File: config.mk
export PLATFORM = sky130hd
export DESIGN_NAME = art_timer
export DESIGN_NICKNAME = d
export VERILOG_FILES = /design/src/shared/art_pkg.sv /design/src/hw/art_timer.sv
export SDC_FILE = /design/constraint.sdc
export NUM_CORES = 1
export LEC_CHECK = 0
export BUFFER_PORTS_ARGS = -buffer_cell sky130_fd_sc_hd__buf_2
export CORE_MARGIN = 10
export CORE_UTILIZATION = 40
export CTS_CLUSTER_SIZE = 14
export DETAILED_ROUTE_END_ITERATION = 16
export PLACE_DENSITY = 0.65
export SETUP_SLACK_MARGIN = 0.3
export SLEW_MARGIN = 20
export SYNTH_ARGS = -nofsm -noshare
export SYNTH_HDL_FRONTEND = slang
export SYNTH_SLANG_ARGS = --single-unit
File: constraint.sdc
create_clock -name aclk -period 6.16 [get_ports aclk]
set_input_delay 1.232 -clock aclk [delete_from_list [all_inputs] [get_ports aclk]]
set_output_delay 1.232 -clock aclk [all_outputs]
set_load 0.01 [all_outputs]
File: src/shared/art_pkg.sv
// constants, field layouts and carrier types of the auto-reload timer block
package art_pkg;

  // ----------------------------------------------------------------------
  // register indices (byte address is four times the index)
  // ----------------------------------------------------------------------
  localparam logic [7:0]  IDX_MODE_CTRL   = 8'hD5;
  localparam logic [7:0]  IDX_FLAG_STATUS = 8'hD6;
  localparam logic [7:0]  IDX_CLK_EDGE    = 8'hD7;
  localparam logic [7:0]  IDX_RELOAD      = 8'hD9;
  localparam logic [7:0]  IDX_COMPARE     = 8'hDA;
  localparam logic [7:0]  IDX_LOAD_PORT   = 8'hDB;

  // ----------------------------------------------------------------------
  // reset values
  // ----------------------------------------------------------------------
  localparam logic [6:0]  MODE_CTRL_RST   = 7'h00;
  localparam logic [2:0]  FLAGS_RST       = 3'h0;
  localparam logic [7:0]  CLK_EDGE_RST    = 8'h00;
  localparam logic [7:0]  RELOAD_RST      = 8'h00;
  localparam logic [7:0]  COMPARE_RST     = 8'h00;
  localparam logic [7:0]  COUNTER_RST     = 8'h00;
  localparam logic [6:0]  PRESCALE_RST    = 7'h00;

  // ----------------------------------------------------------------------
  // field positions and masks
  // ----------------------------------------------------------------------
  localparam int          LOAD_BIT_POS    = 7;
  localparam int          EDGE_EN_POS     = 0;
  localparam int          EDGE_POL_POS    = 1;
  localparam logic [7:0]  CLK_EDGE_WMASK  = 8'hEF;
  localparam logic [7:0]  COUNTER_MAX     = 8'hFF;
  localparam logic [1:0]  DIV3_LAST       = 2'h2;
  localparam logic [1:0]  RESP_OKAY       = 2'h0;
  localparam logic [1:0]  RESP_SLVERR     = 2'h2;

  // ----------------------------------------------------------------------
  // enumerations and carriers
  // ----------------------------------------------------------------------
  typedef enum logic [1:0] {
    MODE_AUTO_RELOAD = 2'h0,
    MODE_CAPTURE     = 2'h1,
    MODE_CAPTURE_RST = 2'h2,
    MODE_EXT_LOAD    = 2'h3
  } art_mode_t;

  typedef enum logic [1:0] {
    CLK_INTERNAL = 2'h0,
    CLK_DIV3     = 2'h1,
    CLK_PIN      = 2'h2,
    CLK_RESERVED = 2'h3
  } art_clk_t;

  typedef enum logic [2:0] {
    SEL_MODE, SEL_FLAG, SEL_CFG, SEL_RELOAD, SEL_CMP, SEL_LOAD, SEL_NONE
  } art_sel_t;

  typedef struct packed {
    logic      count_enable;
    logic      output_enable;
    logic      edge_irq_enable;
    logic      match_irq_enable;
    logic      wrap_irq_enable;
    art_mode_t mode_select;
  } art_mode_ctrl_t;

  typedef struct packed {
    logic [2:0] prescale_select;
    logic       reserved_bit;
    logic [1:0] edge_control;
    art_clk_t   clock_select;
  } art_cfg_t;

  typedef struct packed {
    logic edge_flag;
    logic match_flag;
    logic wrap_flag;
  } art_flags_t;

endpackage : art_pkg

File: src/hw/art_timer.sv
// auto-reload timer with AXI4-Lite register slave
//
// Behaviour
// - reset clears mode control: timer off, interrupt enables off, auto-reload mode.
// - writing one to load bit loads reload value, clears prescaler; reads zero.
// - count enable set lets timer count; clear freezes prescaler and counter.
// - output enable drives pwm waveform on output pin; clear holds pin low.
// - edge interrupt request equals edge enable and edge flag.
// - match interrupt request equals match enable and match flag.
// - wrap interrupt request equals wrap enable and wrap flag.
// - mode bits: auto-reload, capture, capture with reset, load on edge.
// - flag register holds three flags, upper bits zero; writing one keeps flag.
// - every active input edge sets edge flag; writing zero or reset clears it.
// - counter equal to compare sets match flag; writing zero clears it.
// - counter wrap from FF sets wrap flag; writing zero clears it.
// - prescaler divides by two to the select value; select change keeps count.
// - edge enable turns detection on; polarity picks rising or falling edge.
// - clock select: internal, internal divided by three, input pin, reserved.
// - load port reads and writes the counter while it runs.
// - load port content is held during system reset, then follows the counter from zero.
// - reload register value is copied into counter on each overflow in auto-reload mode; other modes wrap the counter to zero.
// - compare register is compared continuously against the counter.
// - load port write copies value into counter at once, clears prescaler.
// - pwm output set on overflow, reset when counter reaches compare value.
// - capture modes copy counter on active edge; reset mode clears counter, prescaler.
// - load-on-edge mode copies reload value into counter on active edge.
module art_timer
  import art_pkg::*;
#(
  parameter int ADDR_W = 12
) (
  input  wire logic              aclk,
  input  wire logic              aresetn,
  input  wire logic [ADDR_W-1:0] s_axi_awaddr,
  input  wire logic              s_axi_awvalid,
  output logic                   s_axi_awready,
  input  wire logic [31:0]       s_axi_wdata,
  input  wire logic [3:0]        s_axi_wstrb,
  input  wire logic              s_axi_wvalid,
  output logic                   s_axi_wready,
  output logic [1:0]             s_axi_bresp,
  output logic                   s_axi_bvalid,
  input  wire logic              s_axi_bready,
  input  wire logic [ADDR_W-1:0] s_axi_araddr,
  input  wire logic              s_axi_arvalid,
  output logic                   s_axi_arready,
  output logic [31:0]            s_axi_rdata,
  output logic [1:0]             s_axi_rresp,
  output logic                   s_axi_rvalid,
  input  wire logic              s_axi_rready,
  input  wire logic              timer_input_pin,
  output logic                   pwm_output_pin,
  output logic                   irq_edge,
  output logic                   irq_match,
  output logic                   irq_wrap
);

  // --------------------------------------------------------------------
  // functions
  // --------------------------------------------------------------------
  // low address bits are ignored: every register is one aligned word
  function automatic art_sel_t reg_sel(input logic [ADDR_W-1:0] addr);
    logic [ADDR_W-3:0] idx;
    idx = addr[ADDR_W-1:2];
    if (idx == (ADDR_W-2)'(IDX_MODE_CTRL)) begin
      reg_sel = SEL_MODE;
    end else if (idx == (ADDR_W-2)'(IDX_FLAG_STATUS)) begin
      reg_sel = SEL_FLAG;
    end else if (idx == (ADDR_W-2)'(IDX_CLK_EDGE)) begin
      reg_sel = SEL_CFG;
    end else if (idx == (ADDR_W-2)'(IDX_RELOAD)) begin
      reg_sel = SEL_RELOAD;
    end else if (idx == (ADDR_W-2)'(IDX_COMPARE)) begin
      reg_sel = SEL_CMP;
    end else if (idx == (ADDR_W-2)'(IDX_LOAD_PORT)) begin
      reg_sel = SEL_LOAD;
    end else begin
      reg_sel = SEL_NONE;
    end
  endfunction

  function automatic logic [6:0] psc_mask(input logic [2:0] sel);
    psc_mask = 7'((8'h01 << sel) - 8'h01);
  endfunction

  // --------------------------------------------------------------------
  // declarations
  // --------------------------------------------------------------------
  logic              aw_have_q;
  logic [ADDR_W-1:0] awaddr_q;
  logic              w_have_q;
  logic [31:0]       wdata_q;
  logic [3:0]        wstrb_q;
  logic              bvalid_q;
  logic [1:0]        bresp_q;
  logic              rvalid_q;
  logic [31:0]       rdata_q;
  logic [1:0]        rresp_q;
  logic              wr_fire;
  logic              wr_en;
  art_sel_t          wr_sel;
  art_sel_t          rd_sel;
  logic [7:0]        wr_byte;
  logic [7:0]        rd_byte;

  art_mode_ctrl_t    mode_q;
  art_cfg_t          cfg_q;
  art_flags_t        flags_q;
  art_flags_t        flags_d;
  logic [7:0]        reload_q;
  logic [7:0]        compare_q;
  logic [7:0]        load_q;
  logic [7:0]        cnt_q;
  logic [7:0]        cnt_d;
  logic [6:0]        psc_q;
  logic [6:0]        psc_d;
  logic [6:0]        mask;
  logic [1:0]        div3_q;
  logic              pin_prev_q;
  logic              eq_prev_q;
  logic              pwm_q;
  logic              pin_out_q;

  logic              mode_wr;
  logic              flag_wr;
  logic              cfg_wr;
  logic              reload_wr;
  logic              compare_wr;
  logic              load_wr;
  logic              load_bit_wr;
  logic              active_edge;
  logic              src_tick;
  logic              cnt_en;
  logic              psc_tick;
  logic              capture;
  logic              capt_clr;
  logic              ext_load;
  logic              any_load;
  logic              wrap_evt;
  logic              match_evt;
  logic              eq;

  // --------------------------------------------------------------------
  // bus slave: write channels
  // --------------------------------------------------------------------
  // address and data are caught independently; the write acts once both are held
  assign s_axi_awready = !aw_have_q && !bvalid_q;
  assign s_axi_wready  = !w_have_q && !bvalid_q;
  assign s_axi_bvalid  = bvalid_q;
  assign s_axi_bresp   = bresp_q;
  assign wr_fire       = aw_have_q && w_have_q && !bvalid_q;
  assign wr_sel        = reg_sel(awaddr_q);
  assign wr_en         = wr_fire && wstrb_q[0];
  assign wr_byte       = wdata_q[7:0];

  always_ff @(posedge aclk) begin
    if (!aresetn) begin
      aw_have_q <= 1'b0;
      awaddr_q  <= '0;
      w_have_q  <= 1'b0;
      wdata_q   <= 32'h0000_0000;
      wstrb_q   <= 4'h0;
      bvalid_q  <= 1'b0;
      bresp_q   <= RESP_OKAY;
    end else begin
      if (s_axi_awvalid && s_axi_awready) begin
        aw_have_q <= 1'b1;
        awaddr_q  <= s_axi_awaddr;
      end else if (wr_fire) begin
        aw_have_q <= 1'b0;
      end
      if (s_axi_wvalid && s_axi_wready) begin
        w_have_q <= 1'b1;
        wdata_q  <= s_axi_wdata;
        wstrb_q  <= s_axi_wstrb;
      end else if (wr_fire) begin
        w_have_q <= 1'b0;
      end
      if (wr_fire) begin
        bvalid_q <= 1'b1;
        bresp_q  <= (wr_sel == SEL_NONE) ? RESP_SLVERR : RESP_OKAY;
      end else if (s_axi_bready) begin
        bvalid_q <= 1'b0;
      end
    end
  end

  // --------------------------------------------------------------------
  // bus slave: read channels
  // --------------------------------------------------------------------
  assign s_axi_arready = !rvalid_q;
  assign s_axi_rvalid  = rvalid_q;
  assign s_axi_rdata   = rdata_q;
  assign s_axi_rresp   = rresp_q;
  assign rd_sel        = reg_sel(s_axi_araddr);

  always_comb begin
    rd_byte = 8'h00;
    case (rd_sel)
      SEL_MODE:   rd_byte = {1'b0, mode_q};
      SEL_FLAG:   rd_byte = {5'h00, flags_q};
      SEL_CFG:    rd_byte = cfg_q;
      SEL_RELOAD: rd_byte = reload_q;
      SEL_CMP:    rd_byte = compare_q;
      SEL_LOAD:   rd_byte = load_q;
      default:    rd_byte = 8'h00;
    endcase
  end

  always_ff @(posedge aclk) begin
    if (!aresetn) begin
      rvalid_q <= 1'b0;
      rdata_q  <= 32'h0000_0000;
      rresp_q  <= RESP_OKAY;
    end else if (s_axi_arvalid && s_axi_arready) begin
      rvalid_q <= 1'b1;
      rdata_q  <= {24'h00_0000, rd_byte};
      rresp_q  <= (rd_sel == SEL_NONE) ? RESP_SLVERR : RESP_OKAY;
    end else if (s_axi_rready) begin
      rvalid_q <= 1'b0;
    end
  end

  // --------------------------------------------------------------------
  // register strobes
  // --------------------------------------------------------------------
  assign mode_wr     = wr_en && (wr_sel == SEL_MODE);
  assign flag_wr     = wr_en && (wr_sel == SEL_FLAG);
  assign cfg_wr      = wr_en && (wr_sel == SEL_CFG);
  assign reload_wr   = wr_en && (wr_sel == SEL_RELOAD);
  assign compare_wr  = wr_en && (wr_sel == SEL_CMP);
  assign load_wr     = wr_en && (wr_sel == SEL_LOAD);
  assign load_bit_wr = mode_wr && wr_byte[LOAD_BIT_POS];

  always_ff @(posedge aclk) begin
    if (!aresetn) begin
      mode_q <= art_mode_ctrl_t'(MODE_CTRL_RST);
    end else if (mode_wr) begin
      mode_q <= art_mode_ctrl_t'(wr_byte[6:0]);
    end
  end

  // the reserved bit is dropped so it always reads zero
  always_ff @(posedge aclk) begin
    if (!aresetn) begin
      cfg_q <= art_cfg_t'(CLK_EDGE_RST);
    end else if (cfg_wr) begin
      cfg_q <= art_cfg_t'(wr_byte & CLK_EDGE_WMASK);
    end
  end

  always_ff @(posedge aclk) begin
    if (!aresetn) begin
      compare_q <= COMPARE_RST;
    end else if (compare_wr) begin
      compare_q <= wr_byte;
    end
  end

  // a capture beats a software write landing in the same cycle
  always_ff @(posedge aclk) begin
    if (!aresetn) begin
      reload_q <= RELOAD_RST;
    end else if (capture) begin
      reload_q <= cnt_q;
    end else if (reload_wr) begin
      reload_q <= wr_byte;
    end
  end

  // no reset: the port holds its value while reset is low, then follows the counter again from zero
  always_ff @(posedge aclk) begin
    if (aresetn) begin
      load_q <= cnt_d;
    end
  end

  // --------------------------------------------------------------------
  // clock source and edge detection
  // --------------------------------------------------------------------
  always_ff @(posedge aclk) begin
    if (!aresetn) begin
      div3_q     <= 2'h0;
      // tracking the pin in reset avoids a false edge at release
      pin_prev_q <= timer_input_pin;
    end else begin
      div3_q     <= (div3_q == DIV3_LAST) ? 2'h0 : div3_q + 2'h1;
      pin_prev_q <= timer_input_pin;
    end
  end

  assign active_edge = cfg_q.edge_control[EDGE_EN_POS] &&
                       (cfg_q.edge_control[EDGE_POL_POS] ?
                        (pin_prev_q && !timer_input_pin) :
                        (!pin_prev_q && timer_input_pin));

  always_comb begin
    src_tick = 1'b0;
    case (cfg_q.clock_select)
      CLK_INTERNAL: src_tick = 1'b1;
      CLK_DIV3:     src_tick = (div3_q == DIV3_LAST);
      CLK_PIN:      src_tick = !pin_prev_q && timer_input_pin;
      default:      src_tick = 1'b0;
    endcase
  end

  // --------------------------------------------------------------------
  // prescaler and counter
  // --------------------------------------------------------------------
  // select only widens the mask, the count itself is never touched by it
  assign mask     = psc_mask(cfg_q.prescale_select);
  assign cnt_en   = mode_q.count_enable && src_tick;
  assign psc_tick = cnt_en && ((psc_q & mask) == mask);
  assign capture  = active_edge && ((mode_q.mode_select == MODE_CAPTURE) ||
                                    (mode_q.mode_select == MODE_CAPTURE_RST));
  assign capt_clr = active_edge && (mode_q.mode_select == MODE_CAPTURE_RST);
  assign ext_load = active_edge && (mode_q.mode_select == MODE_EXT_LOAD);
  assign any_load = load_bit_wr || load_wr || capt_clr || ext_load;
  assign wrap_evt = psc_tick && !any_load && (cnt_q == COUNTER_MAX);

  always_comb begin
    cnt_d = cnt_q;
    psc_d = psc_q;
    if (load_bit_wr) begin
      cnt_d = reload_q;
      psc_d = PRESCALE_RST;
    end else if (load_wr) begin
      cnt_d = wr_byte;
      psc_d = PRESCALE_RST;
    end else if (capt_clr) begin
      cnt_d = COUNTER_RST;
      psc_d = PRESCALE_RST;
    end else if (ext_load) begin
      cnt_d = reload_q;
      psc_d = PRESCALE_RST;
    end else if (cnt_en) begin
      psc_d = psc_q + 7'h01;
      if (wrap_evt) begin
        // reloading only in auto-reload mode keeps the others free running
        cnt_d = (mode_q.mode_select == MODE_AUTO_RELOAD) ?
                reload_q : COUNTER_RST;
      end else if (psc_tick) begin
        cnt_d = cnt_q + 8'h01;
      end
    end
  end

  always_ff @(posedge aclk) begin
    if (!aresetn) begin
      cnt_q <= COUNTER_RST;
      psc_q <= PRESCALE_RST;
    end else begin
      cnt_q <= cnt_d;
      psc_q <= psc_d;
    end
  end

  // --------------------------------------------------------------------
  // compare, flags and pwm
  // --------------------------------------------------------------------
  // the match is taken on arrival so a stopped counter sets the flag once
  assign eq        = (cnt_q == compare_q);
  assign match_evt = eq && !eq_prev_q;

  always_comb begin
    flags_d = flags_q;
    if (flag_wr) begin
      flags_d = flags_q & art_flags_t'(wr_byte[2:0]);
    end
    // events win over a clear in the same cycle
    if (active_edge) begin
      flags_d.edge_flag = 1'b1;
    end
    if (match_evt) begin
      flags_d.match_flag = 1'b1;
    end
    if (wrap_evt) begin
      flags_d.wrap_flag = 1'b1;
    end
  end

  always_ff @(posedge aclk) begin
    if (!aresetn) begin
      flags_q   <= art_flags_t'(FLAGS_RST);
      eq_prev_q <= 1'b0;
    end else begin
      flags_q   <= flags_d;
      eq_prev_q <= eq;
    end
  end

  always_ff @(posedge aclk) begin
    if (!aresetn) begin
      pwm_q     <= 1'b0;
      pin_out_q <= 1'b0;
    end else begin
      if (wrap_evt) begin
        pwm_q <= 1'b1;
      end else if (match_evt) begin
        pwm_q <= 1'b0;
      end
      pin_out_q <= mode_q.output_enable && pwm_q;
    end
  end

  assign pwm_output_pin = pin_out_q;
  assign irq_edge       = mode_q.edge_irq_enable && flags_q.edge_flag;
  assign irq_match      = mode_q.match_irq_enable && flags_q.match_flag;
  assign irq_wrap       = mode_q.wrap_irq_enable && flags_q.wrap_flag;
endmodule // art_timer

Word level (Yosys, flattened, before mapping)
Cells that the tools add are included.
{ "classes": {"n_addsub": 4, "shifts": 1, "n_mux": 40, "n_reduce_logical": 57, "bitwise_logic": 3, "eq_ne": 33} }
{ "op_table": {"columns": ["operator", "n"], "rows": [
  ["$eq A10 B8 Y1 const B", 12],
  ["$mux W8", 10],
  ["$pmux W8 S6", 1],
  ["$logic_and A1 B1 Y1", 30],
  ["$mux W3", 9],
  ["$eq A3 B3 Y1 const B", 6],
  ["$reduce_bool A2 Y1", 9],
  ["$mux W1", 13],
  ["$eq A3 B2 Y1 const B", 4],
  ["$mux W2", 6],
  ["$add A8 B1 Y8 const B", 1],
  ["$eq A2 B2 Y1 const B", 4],
  ["$eq A8 B8 Y1", 1],
  ["$eq A8 B8 Y1 const B", 1],
  ["$logic_not A1 Y1", 8],
  ["$add A7 B1 Y7 const B", 1],
  ["$and A7 B7 Y7", 1],
  ["$eq A7 B7 Y1", 1],
  ["$shl A1 B3 Y7 const A", 1],
  ["$sub A7 B1 Y7 const B", 1],
  ["$eq A3 B1 Y1 const B", 2],
  ["$logic_not A3 Y1", 2],
  ["$reduce_or A5 Y1", 1],
  ["$eq A2 B1 Y1 const B", 2],
  ["other kinds (7)", 11]
]} }
{ "word_totals": {"out_inout_bits": 45, "reg_bits": 99, "elab_cells": 170, "in_bits": 68} }

Logic depth before layout (Yosys ltp)
{ "logic_depth": {"ltp_word": 22, "depth_mapped": 9, "mapped_depth_nobuf": 9} }

Worst setup path before layout
Ideal clock, no wire load.
{ "synth_path": {"kind": "input -> register", "startpoint": "in s_axi_araddr[11]", "endpoint": "reg rdata_q[7], in the netlist s_axi_rdata[7]", "setup_ns": 0.074, "t_arrival_ns": 2.937, "required_time_ns": 6.086, "cell_stages": 5, "setup_slack_ns": 3.148, "cell_sequence": "or4b_1 or4_1 a211oi_2 nand2_1 o21ai_0"} }
{ "synth_via": {"elab_chain_len": 9} }
{ "synth_rtl": {"columns": ["element", "line_no", "source"], "rows": [
  ["start: declaration", "art_timer.sv:44", "input wire logic [ADDR_W-1:0] s_axi_araddr,"],
  ["$eq A10 B8 Y1", "art_timer.sv:75", "end else if (idx == (ADDR_W-2)'(IDX_LOAD_PORT)) begin"],
  ["$mux W2", "art_timer.sv:75", null],
  ["$mux W2", "art_timer.sv:73", "end else if (idx == (ADDR_W-2)'(IDX_COMPARE)) begin"],
  ["$mux W3", "art_timer.sv:71", "end else if (idx == (ADDR_W-2)'(IDX_RELOAD)) begin"],
  ["$mux W3", "art_timer.sv:69", "end else if (idx == (ADDR_W-2)'(IDX_CLK_EDGE)) begin"],
  ["$mux W3", "art_timer.sv:67", "end else if (idx == (ADDR_W-2)'(IDX_FLAG_STATUS)) begin"],
  ["$mux W3 (*)", "art_timer.sv:65", "if (idx == (ADDR_W-2)'(IDX_MODE_CTRL)) begin"],
  ["$eq A3 B3 Y1, or another cell as far along", "art_timer.sv:199", "case (rd_sel)"],
  ["$pmux W8 S6 (*)", "art_timer.sv:199", null],
  ["end signal: assignment", "art_timer.sv:217", "rdata_q <= {24'h00_0000, rd_byte};"],
  ["end: declaration", "art_timer.sv:97", "logic [31:0] rdata_q;"]
]} }
Every way passes the cells marked *; elsewhere a longest branch is shown, timed or not.
A chain may end at the register's enable or synchronous reset.

Final worst setup path
{ "layout_path": {"startpoint": "in timer_input_pin", "endpoint": "reg load_q[3] (data pin)"} }
{ "layout_via": {"elab_chain_len": 16} }
{ "layout_rtl": {"columns": ["element", "line_no", "source"], "rows": [
  ["start: declaration", "art_timer.sv:51", "input wire logic timer_input_pin,"],
  ["$logic_not A1 Y1", "art_timer.sv:294", "(pin_prev_q && !timer_input_pin) :"],
  ["$logic_and A1 B1 Y1", "art_timer.sv:294", null],
  ["$mux W1", "art_timer.sv:293", "(cfg_q.edge_control[EDGE_POL_POS] ?"],
  ["$logic_and A1 B1 Y1", "art_timer.sv:292", "assign active_edge = cfg_q.edge_control[EDGE_EN_POS] &&"],
  ["$logic_and A1 B1 Y1", "art_timer.sv:316", "assign capt_clr = active_edge && (mode_q.mode_select == MODE_CAPTURE_RST);"],
  ["$logic_or A1 B1 Y1 (2 in series)", "art_timer.sv:318", "assign any_load = load_bit_wr || load_wr || capt_clr || ext_load;"],
  ["$logic_not A1 Y1", "art_timer.sv:319", "assign wrap_evt = psc_tick && !any_load && (cnt_q == COUNTER_MAX);"],
  ["$logic_and A1 B1 Y1 (2 in series)", "art_timer.sv:319", null],
  ["$mux W8", "art_timer.sv:338", "if (wrap_evt) begin"],
  ["$mux W8", "art_timer.sv:336", "end else if (cnt_en) begin"],
  ["$mux W8", "art_timer.sv:333", "end else if (ext_load) begin"],
  ["$mux W8 (*)", "art_timer.sv:330", "end else if (capt_clr) begin"],
  ["$mux W8 (*)", "art_timer.sv:327", "end else if (load_wr) begin"],
  ["$mux W8 (*)", "art_timer.sv:324", "if (load_bit_wr) begin"],
  ["via cnt_d[3]", "art_timer.sv:114", "logic [7:0] cnt_d;"],
  ["end signal: assignment", "art_timer.sv:274", "load_q <= cnt_d;"],
  ["end: declaration", "art_timer.sv:112", "logic [7:0] load_q;"]
]} }
The timed path passes the listed nets; every way through them passes the cells marked *.

==> summary.txt <==
status = finished, final reports clean
vias in the first global route = 4223
layout cells sized above 1 = 16.04%
most frequent cells in the layout = dfxtp_1, nand2_1, nor2_1, buf_2, a21oi_1
Max transition margin = 32.73%
CTS Buf Count = 9
first-pass GRT wire length = 21690 um
Clock transition at path regs = 0.07 ns
post-CTS setup repair buffer count = 0
clock sink total = 95
FF-to-FF setup slack = 2.93 ns
met1 GRT Util = 19.68%
CP delay by family, top = simple AND/OR/NAND/NOR gates
worst slew pin tran = 1.004 ns
Worst Path Required = 6.25 ns
die area = 17140 um^2
most common cell after layout, fill and taps aside = dfxtp_1
Final #Nets = 680
XOR/XNOR Fraction of Synth Area = 3.026%
Critical path buffers and inverters = 1
max_cap viols = 0
io pins = 113
Synth Instances = 560
average wire per standard cell = 17.54 um
total negative setup slack = 0 ns
Post-Syn Area = 4921 um^2
Synth area leaders = dfxtp_1, mux2i_1, nand2_1
M3 GR Usage = 3.989%
area grow syn2layout = 12.20%
post_cts resized = 0
Mapped Avg Cell Area = 8.787 um^2
DIE WIDTH = 130.9 um
top cell type's share of synthesized area = 35.39%
Final min period = 3.253 ns
ANT nets after route = 0
hold_buf cts = 0
Slew Viols, Final = 0
die height = 130.9 um
pwr dens = 237.8 nW/um^2
RSZ-0062 raised after global routing = false
Yosys top cell by area = dfxtp_1
Vias/cell = 5.534
antenna cells = 0
largest family of logic cells by synthesized area = simple AND/OR/NAND/NOR gates
period utilization = 52.81%
# DRC = 0
asr flop ratio synth = 0%
maximum vdd ir drop = 0.1577 mV
Synth Area in Simple Gates = 22.17%
Rows = 40
Final setup viols = 0
RePlAce Congestion = 0.8806
via count = 4195
mux contribution to synthesized area = 8.772%
class of the worst hold path = reg2reg
HPWL Detailed = 9825 um
adder-cell share of the synthesized area = 1.526%
antenna violations before repair = 0
critical path fanouts, max = 16
CTS tree = done
Critical Path AT = 3.35 ns
f_max = 0.3074 GHz
non-filler instance count after layout = 758
cell chain of the critical path = buf_2 > nor3b_1 > o31a_1 > nand3_1 > and4_1 > a2111oi_4 > nor2_1
Leak = 2.108 nW
maximum clock path buffer count = 2
Root Driver = clkbuf_16
CP endpoint kind = flop
# port buffers = 55
Placed Cells = 742
Ys Warns = 0
Main synth FF type = dfxtp_1
CP startpoint kind = primary input
WL final = 13300 um
clock latency on the worst-skew pair = 0.35 ns
DR iter-0 viols = 316
all-layer global routing usage = 15.76%
compound-gate portion of the synthesized area = 17.16%
post-synthesis sequential area ratio = 40.27%
FF+latch count, synth = 95
endpoints failing hold = 0
M2 GR Usage = 25.69%
H-tree levels = 3
Core ar. = 12010 um^2
EDFF count, synth = 8
skew final = 0.005454 ns
remaining global-route overflow = 0
TritonRoute pass-1 iters = 5
Initial Util = 40.97%
largest net degree at the start of global routing = 70
global-route layer with the greatest usage = met2
critical path class = in2reg
Unique masters post-synth = 65
Largest stage delay, worst path = 0.64 ns
Slowest-stage cell, CP = o31a_1
state kept, by name, indices dropped and copies added, names as in the netlist, 2 cells and up:
register / count
awaddr_q: 10
cfg_q: 7
cnt_q: 8
compare_q: 8
div3_q: 2
flags_q: 3
load_q: 8
mode_q: 7
psc_q: 7
reload_q: 8
s_axi_rdata: 8
wdata_q: 8
final timing paths:
check                                start                    to  cells past startpoint
setup / recovery           timer_input_pin   load_q[3]$_DFFE_PP_                      7
hold / removal        div3_q[0]$_SDFF_PP0_  div3_q[0]$_SDFF_PP0_                      1
setup reg to reg  awaddr_q[7]$_SDFFE_PN0P_   load_q[3]$_DFFE_PP_                      7
hold reg to reg       div3_q[0]$_SDFF_PP0_  div3_q[0]$_SDFF_PP0_                      1
power by group:
part | internal [mW] | total, mW | switching [mW]
combinational | 0.0303 | 0.0882 | 0.0579
sequential | 0.639 | 0.657 | 0.0185
clock | 0.319 | 0.567 | 0.249
total | 0.988 | 1.31 | 0.325
synth_stat cells, types with 3 or more instances:
cell / count
nand4_1: 11
a31oi_1: 4
ha_1: 6
and4_1: 3
xor2_1: 7
a21oi_1: 37
nor3_1: 4
inv_1: 11
a22oi_1: 21
nor4_1: 3
o31ai_1: 5
mux2_2: 9
a211oi_1: 10
xnor2_1: 10
mux2i_1: 33
and3_1: 4
nand2_1: 69
nand3_1: 12
and2_1: 15
clkbuf_1: 21
buf_4: 26
a22o_1: 3
o22ai_1: 9
nor2_1: 61
edfxtp_1: 8
nand2b_1: 4
dfxtp_1: 87
o21ai_0: 15
nand4b_1: 5
final cells by class:
cell class	instances	area [um^2]
clock buffer	9	225.2
fill	1200	6490
timing repair buffer	61	320.3
sequential	95	1982
multi-input combinational	427	2689
inverter	12	45.04
clock inverter	7	76.32
tap	147	183.9
routing by layer:
metal,share of wire (%),vias to the layer above,routed length [um]
met2,45,146,6028
met5,0,-,0
met3,7.6,25,1004
met4,2.4,0,317
li1,-,2055,-
met1,45,1969,5947
through the flow:
stage / util [%] / power [mW] / instance area, um^2 / setup WS, ns / hold WS, ns
finish: 45.97 / 1.313 / 5522 / 2.907 / 0.4246
global route: 45.97 / 1.360 / 5522 / 2.698 / 0.4389
CTS: 45.97 / 1.323 / 5522 / 2.922 / 0.4243
detailed placement: 43.46 / 0.7591 / 5220 / 2.576 / 0.4146
global placement: 43.46 / 0.7555 / 5220 / 2.637 / 0.4034
floorplan: - / 0.7355 / 5015 / 3.148 / 0.3919
cells by family after synthesis:
family | Yosys count
adder cells (fa/ha/maj) | 6
other | 1
buffers and inverters | 63
AO/OA/AOI/OAI | 124
flip-flops | 95
AND/OR/NAND/NOR | 212
multiplexers | 42
XOR/XNOR | 17
No activity file was read; power rests on OpenSTA's default activity.
